## src/verilog/uhim_defs.svh

```systemverilog
// Constants for the interrupt mask and frame interval register bank.
// Assumes inclusion by bare name from package and module files.
`ifndef UHIM_DEFS_SVH
`define UHIM_DEFS_SVH

// Command codes, read in the low half, write with bit 7 set
`define UHIM_RD_MASK 8'h04
`define UHIM_WR_MASK 8'h84
`define UHIM_RD_MCLR 8'h05
`define UHIM_WR_MCLR 8'h85
`define UHIM_RD_FLB 8'h0d
`define UHIM_WR_FLB 8'h8d
`define UHIM_CODE_WR_BIT 7

// Interrupt mask layout
`define UHIM_GATE_BIT 31
`define UHIM_EV_ROOT 6
`define UHIM_EV_WRAP 5
`define UHIM_EV_FAULT 4
`define UHIM_EV_RESUME 3
`define UHIM_EV_FRAME 2
`define UHIM_EV_OVERRUN 0
`define UHIM_MASK_VALID 32'h8000_007d
`define UHIM_MASK_RST 32'h0000_0000

// Frame length and packet budget layout
`define UHIM_FI_LSB 0
`define UHIM_FI_MSB 13
`define UHIM_BUDGET_LSB 16
`define UHIM_BUDGET_MSB 30
`define UHIM_FIT_BIT 31
`define UHIM_FI_RST 14'h2edf
`define UHIM_BUDGET_RST 15'h0000

`endif

```

## src/verilog/uhim_pkg.sv

```systemverilog
// Types shared by both ends of the register bank.
// Assumes uhim_defs.svh is on the include path.
`include "uhim_defs.svh"

package uhim_pkg;

   typedef enum logic [2:0] {
      UHIM_OP_READ = 3'h0,
      UHIM_OP_WRITE = 3'h1,
      UHIM_OP_SAVE = 3'h2,
      UHIM_OP_RESTORE = 3'h3,
      UHIM_OP_TUNE = 3'h4
   } uhim_op_e;

   typedef enum logic [1:0] {
      UHIM_HS_IDLE = 2'h0,
      UHIM_HS_SEND = 2'h1,
      UHIM_HS_WAIT = 2'h3,
      UHIM_HS_SOF = 2'h2
   } uhim_hst_e;

   typedef struct packed {
      logic [31:0] mask;
      logic [13:0] fi;
      logic [14:0] budget;
      logic interval_change_toggle;
      logic [13:0] left;
      logic remaining_toggle_copy;
      logic [14:0] pkt;
      logic rsp_valid;
      logic [31:0] rdata;
      logic sof;
      logic irq;
      logic ovr;
   } uhim_dev_s;

   typedef struct packed {
      uhim_hst_e st;
      uhim_op_e op;
      logic [7:0] code;
      logic [31:0] wdata;
      logic [31:0] saved;
      logic interval_change_toggle;
      logic [31:0] rdata;
      logic rvalid;
   } uhim_host_s;

endpackage : uhim_pkg

```

## src/verilog/uhim_if.sv

```systemverilog
// Command bus between the host processor end and the register bank.
// Assumes both ends share one clock; no tri-state lines.
`timescale 1ns/100ps

interface uhim_if;
   logic cmd_valid;
   logic [7:0] cmd_code;
   logic [31:0] cmd_wdata;
   logic rsp_valid;
   logic [31:0] rsp_rdata;
   logic frame_begin;

   modport dev_mp (
      input cmd_valid,
      input cmd_code,
      input cmd_wdata,
      output rsp_valid,
      output rsp_rdata,
      output frame_begin
   );

   modport host_mp (
      output cmd_valid,
      output cmd_code,
      output cmd_wdata,
      input rsp_valid,
      input rsp_rdata,
      input frame_begin
   );
endinterface : uhim_if

```

## src/verilog/uhim_dev.sv

```systemverilog
// Register bank end: interrupt mask with set and clear views, frame
// length and packet budget, frame timer and packet budget counter.
// Assumes commands, events and bit ticks come from the clk_i domain.
//
// Behaviour
// - Write one clears mask bit, zero keeps
// - Clear view reads back the live mask
// - Clear view codes 05 read, 85 write
// - Bit 31 one clears global gate
// - Event bits 6,5,4,3,2,0; rest reserved
// - Frame length codes 0D read, 8D write
// - Bits 13:0 frame length, default 11999
// - Controller soft reset restores default length
// - Software saves length before soft reset
// - Software may tune length each frame
// - Software inverts toggle on each write; host end only inverts it on restore and tune
// - Frame start loads packet budget counter
// - Budget counter bounds the bits of all transactions in one frame
// - Software computes the packet budget value
// - Interrupt needs event, mask and gate
// - Mask set view codes 04/84, one sets
// - Timer at zero reloads on bit tick
// - Timer at zero copies the toggle bit
`timescale 1ns/100ps
`include "uhim_defs.svh"

module uhim_dev
   import uhim_pkg::*;
(
   input wire logic clk_i,
   input wire logic nrst_i,
   uhim_if.dev_mp bus,
   input wire logic soft_reset_i,
   input wire logic bit_tick_i,
   input wire logic [6:0] event_flags_i,
   input wire logic xfer_valid_i,
   input wire logic [14:0] xfer_bits_i,
   output logic xfer_fits_o,
   output logic sched_overrun_o,
   output logic irq_o,
   output logic [13:0] frame_left_o,
   output logic remaining_toggle_o,
   output logic [14:0] packet_left_o,
   output logic [31:0] irq_mask_o
);

   localparam uhim_dev_s RST = '{
      mask: `UHIM_MASK_RST,
      fi: `UHIM_FI_RST,
      budget: `UHIM_BUDGET_RST,
      default: '0
   };

   localparam logic [31:0] VALID = `UHIM_MASK_VALID;

   uhim_dev_s q;
   uhim_dev_s d;
   logic [31:0] wmask;
   logic fits;

   // Writes only ever touch defined bits, so stored reserved bits stay 0
   assign wmask = bus.cmd_wdata & VALID;

   // Budget check against what is left of this frame
   assign fits = (xfer_bits_i <= q.pkt);

   always_comb begin
      d = q;
      d.rsp_valid = 1'b0;
      d.sof = 1'b0;
      d.ovr = 1'b0;

      if (bus.cmd_valid) begin
         case (bus.cmd_code)
            `UHIM_RD_MASK: begin
               d.rsp_valid = 1'b1;
               d.rdata = q.mask & VALID;
            end
            `UHIM_RD_MCLR: begin
               // No storage behind this view
               d.rsp_valid = 1'b1;
               d.rdata = q.mask & VALID;
            end
            `UHIM_WR_MASK: begin
               d.mask = q.mask | wmask;
            end
            `UHIM_WR_MCLR: begin
               // Gate and event bits cleared alike
               d.mask = q.mask & ~wmask;
            end
            `UHIM_RD_FLB: begin
               d.rsp_valid = 1'b1;
               d.rdata = {q.interval_change_toggle, q.budget, 2'h0, q.fi};
            end
            `UHIM_WR_FLB: begin
               // Reserved bits 15:14 dropped
               d.fi = bus.cmd_wdata[`UHIM_FI_MSB:`UHIM_FI_LSB];
               d.budget =
                  bus.cmd_wdata[`UHIM_BUDGET_MSB:`UHIM_BUDGET_LSB];
               d.interval_change_toggle = bus.cmd_wdata[`UHIM_FIT_BIT];
            end
            default: begin
               // Unknown reads answer zero so the host never hangs
               if (!bus.cmd_code[`UHIM_CODE_WR_BIT]) begin
                  d.rsp_valid = 1'b1;
                  d.rdata = 32'h0000_0000;
               end
            end
         endcase
      end

      // Soft reset wins over a same-cycle write of the length
      if (soft_reset_i) begin
         d.fi = `UHIM_FI_RST;
      end

      if (xfer_valid_i) begin
         if (fits) begin
            d.pkt = q.pkt - xfer_bits_i;
         end else begin
            d.ovr = 1'b1;
         end
      end

      // Frame timer; a reload also refills the budget counter
      if (bit_tick_i) begin
         if (q.left == 14'h0000) begin
            d.left = q.fi;
            d.remaining_toggle_copy = q.interval_change_toggle;
            d.pkt = q.budget;
            d.sof = 1'b1;
         end else begin
            d.left = q.left - 14'h0001;
         end
      end

      d.irq = q.mask[`UHIM_GATE_BIT]
         & (|(event_flags_i & q.mask[6:0] & VALID[6:0]));
   end

   always_ff @(posedge clk_i or negedge nrst_i) begin
      if (!nrst_i) begin
         q <= RST;
      end else begin
         q <= d;
      end
   end

   assign bus.rsp_valid = q.rsp_valid;
   assign bus.rsp_rdata = q.rdata;
   assign bus.frame_begin = q.sof;
   assign xfer_fits_o = fits;
   assign sched_overrun_o = q.ovr;
   assign irq_o = q.irq;
   assign frame_left_o = q.left;
   assign remaining_toggle_o = q.remaining_toggle_copy;
   assign packet_left_o = q.pkt;
   assign irq_mask_o = q.mask;

endmodule : uhim_dev

```

## src/flat_wrapper.sv

```systemverilog
// flat-port wrapper written by rule: the top's interface ports become plain ports
module uhim_dev_flat import uhim_pkg::*;
  (clk_i, nrst_i, soft_reset_i, bit_tick_i, event_flags_i, xfer_valid_i, xfer_bits_i, xfer_fits_o, sched_overrun_o, irq_o, frame_left_o, remaining_toggle_o, packet_left_o, irq_mask_o, bus_cmd_valid, bus_cmd_code, bus_cmd_wdata, bus_rsp_valid, bus_rsp_rdata, bus_frame_begin);
  uhim_if bus_i ();
  input wire logic clk_i;
  input wire logic nrst_i;
  input wire logic soft_reset_i;
  input wire logic bit_tick_i;
  input wire logic [6:0] event_flags_i;
  input wire logic xfer_valid_i;
  input wire logic [14:0] xfer_bits_i;
  output logic xfer_fits_o;
  output logic sched_overrun_o;
  output logic irq_o;
  output logic [13:0] frame_left_o;
  output logic remaining_toggle_o;
  output logic [14:0] packet_left_o;
  output logic [31:0] irq_mask_o;
  input wire logic [$bits(bus_i.cmd_valid)-1:0] bus_cmd_valid;
  input wire logic [$bits(bus_i.cmd_code)-1:0] bus_cmd_code;
  input wire logic [$bits(bus_i.cmd_wdata)-1:0] bus_cmd_wdata;
  output wire logic [$bits(bus_i.rsp_valid)-1:0] bus_rsp_valid;
  output wire logic [$bits(bus_i.rsp_rdata)-1:0] bus_rsp_rdata;
  output wire logic [$bits(bus_i.frame_begin)-1:0] bus_frame_begin;
  assign bus_i.cmd_valid = bus_cmd_valid;
  assign bus_i.cmd_code = bus_cmd_code;
  assign bus_i.cmd_wdata = bus_cmd_wdata;
  assign bus_rsp_valid = bus_i.rsp_valid;
  assign bus_rsp_rdata = bus_i.rsp_rdata;
  assign bus_frame_begin = bus_i.frame_begin;
  uhim_dev u_core (.clk_i(clk_i), .nrst_i(nrst_i), .bus(bus_i), .soft_reset_i(soft_reset_i), .bit_tick_i(bit_tick_i), .event_flags_i(event_flags_i), .xfer_valid_i(xfer_valid_i), .xfer_bits_i(xfer_bits_i), .xfer_fits_o(xfer_fits_o), .sched_overrun_o(sched_overrun_o), .irq_o(irq_o), .frame_left_o(frame_left_o), .remaining_toggle_o(remaining_toggle_o), .packet_left_o(packet_left_o), .irq_mask_o(irq_mask_o));
endmodule
```

## config.mk

```make
export PLATFORM = sky130hd
export DESIGN_NAME = uhim_dev_flat
export DESIGN_NICKNAME = d
export VERILOG_FILES = /design/src/verilog/uhim_pkg.sv /design/src/verilog/uhim_if.sv /design/src/verilog/uhim_dev.sv /design/src/flat_wrapper.sv
export VERILOG_INCLUDE_DIRS = /design/src /design/src/verilog
export SDC_FILE = /design/constraint.sdc
export NUM_CORES = 1
export LEC_CHECK = 0
export ABC_AREA = 1
export BUFFER_PORTS_ARGS = -buffer_cell sky130_fd_sc_hd__buf_2
export CAP_MARGIN = 0
export CORE_MARGIN = 5
export CORE_UTILIZATION = 35
export CTS_CLUSTER_DIAMETER = 100
export DETAILED_ROUTE_END_ITERATION = 6
export PLACE_DENSITY_LB_ADDON = 0.12
export SYNTH_ARGS = -nofsm -noshare
export SYNTH_HDL_FRONTEND = slang
export SYNTH_SLANG_ARGS = --single-unit
```

## constraint.sdc

```tcl
create_clock -name clk_i -period 5.3 [get_ports clk_i]
set_clock_uncertainty 0.15 [all_clocks]
set_input_delay 1.06 -clock clk_i [delete_from_list [all_inputs] [get_ports clk_i]]
set_output_delay 1.06 -clock clk_i [all_outputs]
set_load 0.05 [all_outputs]
```

## After elaboration in Yosys (flattened, before gate mapping)

Cells that the tools add are included.

| word-level totals | value |
|---|---|
| output and inout bits | 99 |
| flip-flop bits (word level) | 128 |
| word-level logic and storage cells | 56 |
| input bits | 68 |

| operators by class | value |
|---|---|
| magnitude comparators | 1 |
| reduce and logical (&&, ||, !) cells | 12 |
| $add $sub $neg | 2 |
| multiplexer cells | 16 |
| equality and inequality tests | 7 |
| bitwise operators | 6 |

Operators with widths:

| cell | count |
|---|---|
| $pmux W33 S3 | 1 |
| $mux W33 | 2 |
| $pmux W32 S2 | 1 |
| $mux W15 | 4 |
| $mux W30 | 2 |
| $and A32 B32 Y32 | 1 |
| $not A32 Y32 | 1 |
| $or A32 B32 Y32 | 1 |
| $mux W14 | 2 |
| $eq A8 B8 Y1 const B | 3 |
| $eq A8 B3 Y1 const B | 2 |
| $le A15 B15 Y1 | 1 |
| $sub A15 B15 Y15 | 1 |
| $logic_not A14 Y1 | 1 |
| $sub A14 B1 Y14 const B | 1 |
| $eq A8 B4 Y1 const B | 1 |
| $reduce_and A2 Y1 | 4 |
| $and A7 B7 Y7 | 1 |
| $reduce_bool A2 Y1 | 3 |
| $reduce_or A6 Y1 | 1 |
| $mux W1 | 4 |
| $ne A3 B2 Y1 const B | 1 |
| $reduce_and A3 Y1 | 1 |
| $reduce_or A3 Y1 | 1 |
| other kinds (3) | 3 |

## Logic depth before layout (Yosys ltp)

| logic depth | value |
|---|---|
| word-level depth | 5 |
| depth in mapped cells | 15 |
| mapped depth without buffers | 14 |

## Least setup slack after synthesis

OpenSTA, ideal clock, no wires.

| timing path | value |
|---|---|
| path kind | input-to-output |
| start point | input port xfer_bits_i[2] |
| end point | output port xfer_fits_o |
| cell stages on the path | 10 |
| arrival time | 2,221 ps |
| setup slack | 1,869 ps |
| path buffers | 2 |
| data required time | 4,090 ps |
| cell sequence | inv_1 -> ha_1 -> buf_2 -> a21oi_2 -> nand2_1 -> nand2_1 -> nand2_2 -> nand2_2 -> nand3_4 -> buf_4 |

| between the ends | value |
|---|---|
| cells in the longest elaborated chain, start to end | 1 |

Ends and longest elaborated chain:

| what | RTL line | source |
|---|---|---|
| start: declaration | flat_wrapper.sv:11 | `input wire logic [14:0] xfer_bits_i;` |
| $le A15 B15 Y1 | uhim_dev.sv:65 | `assign fits = (xfer_bits_i <= q.pkt);` |
| end: declaration | flat_wrapper.sv:12 | `output logic xfer_fits_o;` |

Every way passes these cells.

## Worst setup path in the final report

| timing path | value |
|---|---|
| start point | input port xfer_bits_i[6] |
| end point | output port xfer_fits_o |

Same word-level chain as after synthesis.

==> results.md <==
* Detailed Routing Iterations Pass 1 at 4
* Largest net degree at the start of global routing at 66
* Post-synth EDFFs at 0
* Arr. time, crit path at 2.61 ns
* DIE AREA at 20,700 um2
* TritonCTS Buffers at 9
* Final hold vios at 0
* Area delta synth->final at 8.70%
* Synth Area in Compound Gates at 0.103
* Area of placed instances at 6510 um2
* DP HPWL at 12,200 um
* Post-CTS sizing at 0
* H-tree Lvls at 3
* Top_reg_cell synth: dfrtp_1
* TritonCTS clock tree: built
* Vias per cell at 4.45
* Power per standard cell area at 452 nW/um2
* GRT Total Usage at 0.160
* Clock slew at reported path FFs at 0.07 ns
* Post-CTS Hold Buffers at 0
* Type of origin of the critical path: input pin
* Min Clock Period, post-route at 3.82 ns
* Vias in the first global route at 4,862
* Warnings, synthesis at 0
* Die Ht at 144 um
* Post-Syn Area at 6260 um2
* Mean Syn Cell Area at 7.65 um2
* Die X at 144 um
* Layout Nets at 963
* Setup TNS Final at 0 ns
* Avg WL per Cell at 14.5 um
* Slew margin rel. at 0.372
* Crit path kind: input pin to primary output
* Synth top area share at 0.360
* Setup bufs post-CTS at 0
* Ranking of synthesized cells by area: dfrtp_1 36%, buf_4 12%, nand2_1 11%, inv_1 6.7%, o21ai_0 5.8%
* Insertion delay to the later sink of the worst-skew pair at 0.35 ns
* Port buffer count at 136
* Simple-Gate Fraction of Synth Area at 0.231
* Worst endpoint required time at 4.09 ns
* Initial antenna violation count at 0
* Fraction of layout cells with a size suffix above 1 at 0.212
* Cell taking the most area after synthesis: dfrtp_1
* Clock Sinks at 101
* Worst Tran Pin Value at 0.940 ns
* LEAKAGE at 3.81 nW
* Starting Density at 0.359
* First-pass GRT wire length at 25,800 um
* Deepest clock path buffer count at 2
* Final setup vio count at 0
* # fillers at 1,874
* Adder-cell share of the synthesized area at 0.0352
* Critical path peak fanout at 14
* I/O pins at 167
* Unique masters post-synth at 45
* Antenna diode count at 0
* Combinational family with the most area after synthesis: simple AND/OR/NAND/NOR gates
* Placer Congestion at 0.816
* Flop and latch count out of synthesis at 101
* CP endpoint kind: primary output
* Synthesized instance count at 818
* Total grt overflow at 0
* Pins over their slew limit at 0
* Mux cell area share after synthesis at 0
* Clock root buffer: clkbuf_16
* F_max at 261 MHz
* Fin util at 0.391
* RSZ-0062 raised after global routing: false
* DRC at 0
* Rows at 48
* Remaining antenna violation count at 0
* Post-synth ARST share at 1.00
* Final period util at 0.722
* Post-synthesis sequential area ratio at 0.406
* Post-Route WL at 16,100 um
* Detailed Route Iter0 Violations at 244
* Max-cap violation count at 0
* Post-route cell area at 6800 um2
* Status: finished clean
* Xor-xnor portion of the synthesized cell area at 0.0210
* Tightest Hold Check Type: register to register
* Vias at 4,928
* Core area at 17,400 um2
* Max VDD drop at 0.174 mV
==> cell type report <==
| class | instances | area (um2) | area share |
|---|---|---|---|
| multi-input cells | 510 | 2540 | 0.374 |
| flip-flops and latches | 101 | 2540 | 0.374 |
| repair buffers | 138 | 698 | 0.103 |
| inverters | 118 | 443 | 0.0651 |
| well taps | 225 | 282 | 0.0414 |
| clock buffers | 11 | 233 | 0.0342 |
| clock inverters | 5 | 61.3 | 0.00901 |
==> cell usage in the layout, fill, tap and decap left out, types with 4 or more instances in the layout <==
master,count
nor2_1,58
clkbuf_16,9
dfstp_2,11
o21ai_1,9
a21oi_1,27
ha_1,16
inv_1,112
nand4_1,7
nand3_1,54
nor2_2,5
dfrtp_1,90
nand2_1,184
o21ai_0,72
inv_2,5
buf_2,135
xor2_1,8
xnor2_1,7
conb_1,27
nand2_2,4
==> synthesized netlist by cell type, types with 3 or more instances <==
cell and count:
dfrtp_1 90, o21ai_1 9, buf_2 6, buf_4 99, nand2_1 184, nand4_1 7, nor2_1 58, o22ai_1 3
inv_1 112, and2_1 3, nand2_2 4, o21ai_0 72, clkbuf_1 7, nor2_2 5, dfstp_2 11, nand3_1 54
o221ai_1 3, ha_1 16, a21oi_1 27, xor2_1 8, xnor2_1 7, inv_2 5
==> cells by family (layout without fill, tap and decap cells) <==
family / count (synthesis) / count (layout)
and+or+nand+nor: 329 / 329
buffers and inverters: 233 / 272
AOI/OAI and AO/OA: 122 / 122
DFF: 101 / 101
adders and majority gates: 17 / 17
xor gates and xnor gates: 15 / 15
other: 1 / 27
==> worst max-delay path, stage by stage <==
cell	delay (ns)
buf_2	0.08
inv_1	0.03
ha_1	0.35
nand2_2	0.09
nor2_1	0.21
nand2_1	0.09
nor2_1	0.11
nor2_1	0.08
nand3_4	0.19
buf_2	0.30
==> state kept, by name, indices dropped and copies added, names as in the netlist <==
name / flops
u_core.bus.frame_begin: 1
u_core.bus.rsp_rdata: 30
u_core.bus.rsp_valid: 1
u_core.frame_left_o: 14
u_core.irq_mask_o: 7
u_core.irq_o: 1
u_core.packet_left_o: 15
u_core.q: 30
u_core.remaining_toggle_o: 1
u_core.sched_overrun_o: 1
==> through the flow <==
| stage | worst slack [ns] | total power [mW] | instances | hold slack [ns] |
|---|---|---|---|---|
| detailed placement | 1.46 | 2.44 | 1092 | 0.316 |
| CTS | 1.46 | 3.11 | 1108 | 0.334 |
| floorplan | 1.87 | 2.25 | 844 | 0.300 |
| global placement | 1.46 | 2.43 | 1092 | 0.314 |
| finish | 1.48 | 3.07 | 1108 | 0.325 |
| global route | 1.33 | 3.30 | 1108 | 0.356 |
==> final timing paths <==
| kind | startpoint | endpoint | slack, ns | depth (start not counted) |
|---|---|---|---|---|
| min in group asynchronous | nrst_i | u_core.bus.rsp_rdata[31] | 0.67 | 1 |
| worst max register to register | u_core.frame_left_o[0] | u_core.packet_left_o[9] | 2.76 | 13 |
| worst max-delay path | xfer_bits_i[6] | xfer_fits_o | 1.48 | 10 |
| max in group asynchronous | nrst_i | u_core.bus.rsp_rdata[19] | 3.31 | 2 |
| worst min register to register | u_core.bus.rsp_rdata[5] | u_core.bus.rsp_rdata[5] | 0.33 | 1 |
| worst min-delay path | u_core.bus.rsp_rdata[5] | u_core.bus.rsp_rdata[5] | 0.33 | 1 |
==> power by group <==
group,total [mW],switching (mW),internal (mW)
combinational,1.42,1.01,0.412
clock,0.666,0.299,0.368
sequential,0.987,0.100,0.887
==> metal layers <==
| layer | vias to the layer above | GRT usage | wire (um) |
|---|---|---|---|
| met3 | 11 | 0.0306 | 783 |
| li1 | 2577 | - | - |
| met5 | - | 0 | 0 |
| met1 | 2239 | 0.229 | 7940 |
| met4 | 0 | 0.0481 | 190 |
| met2 | 101 | 0.246 | 7200 |
Note: power is estimated with default switching activity, not from simulation.
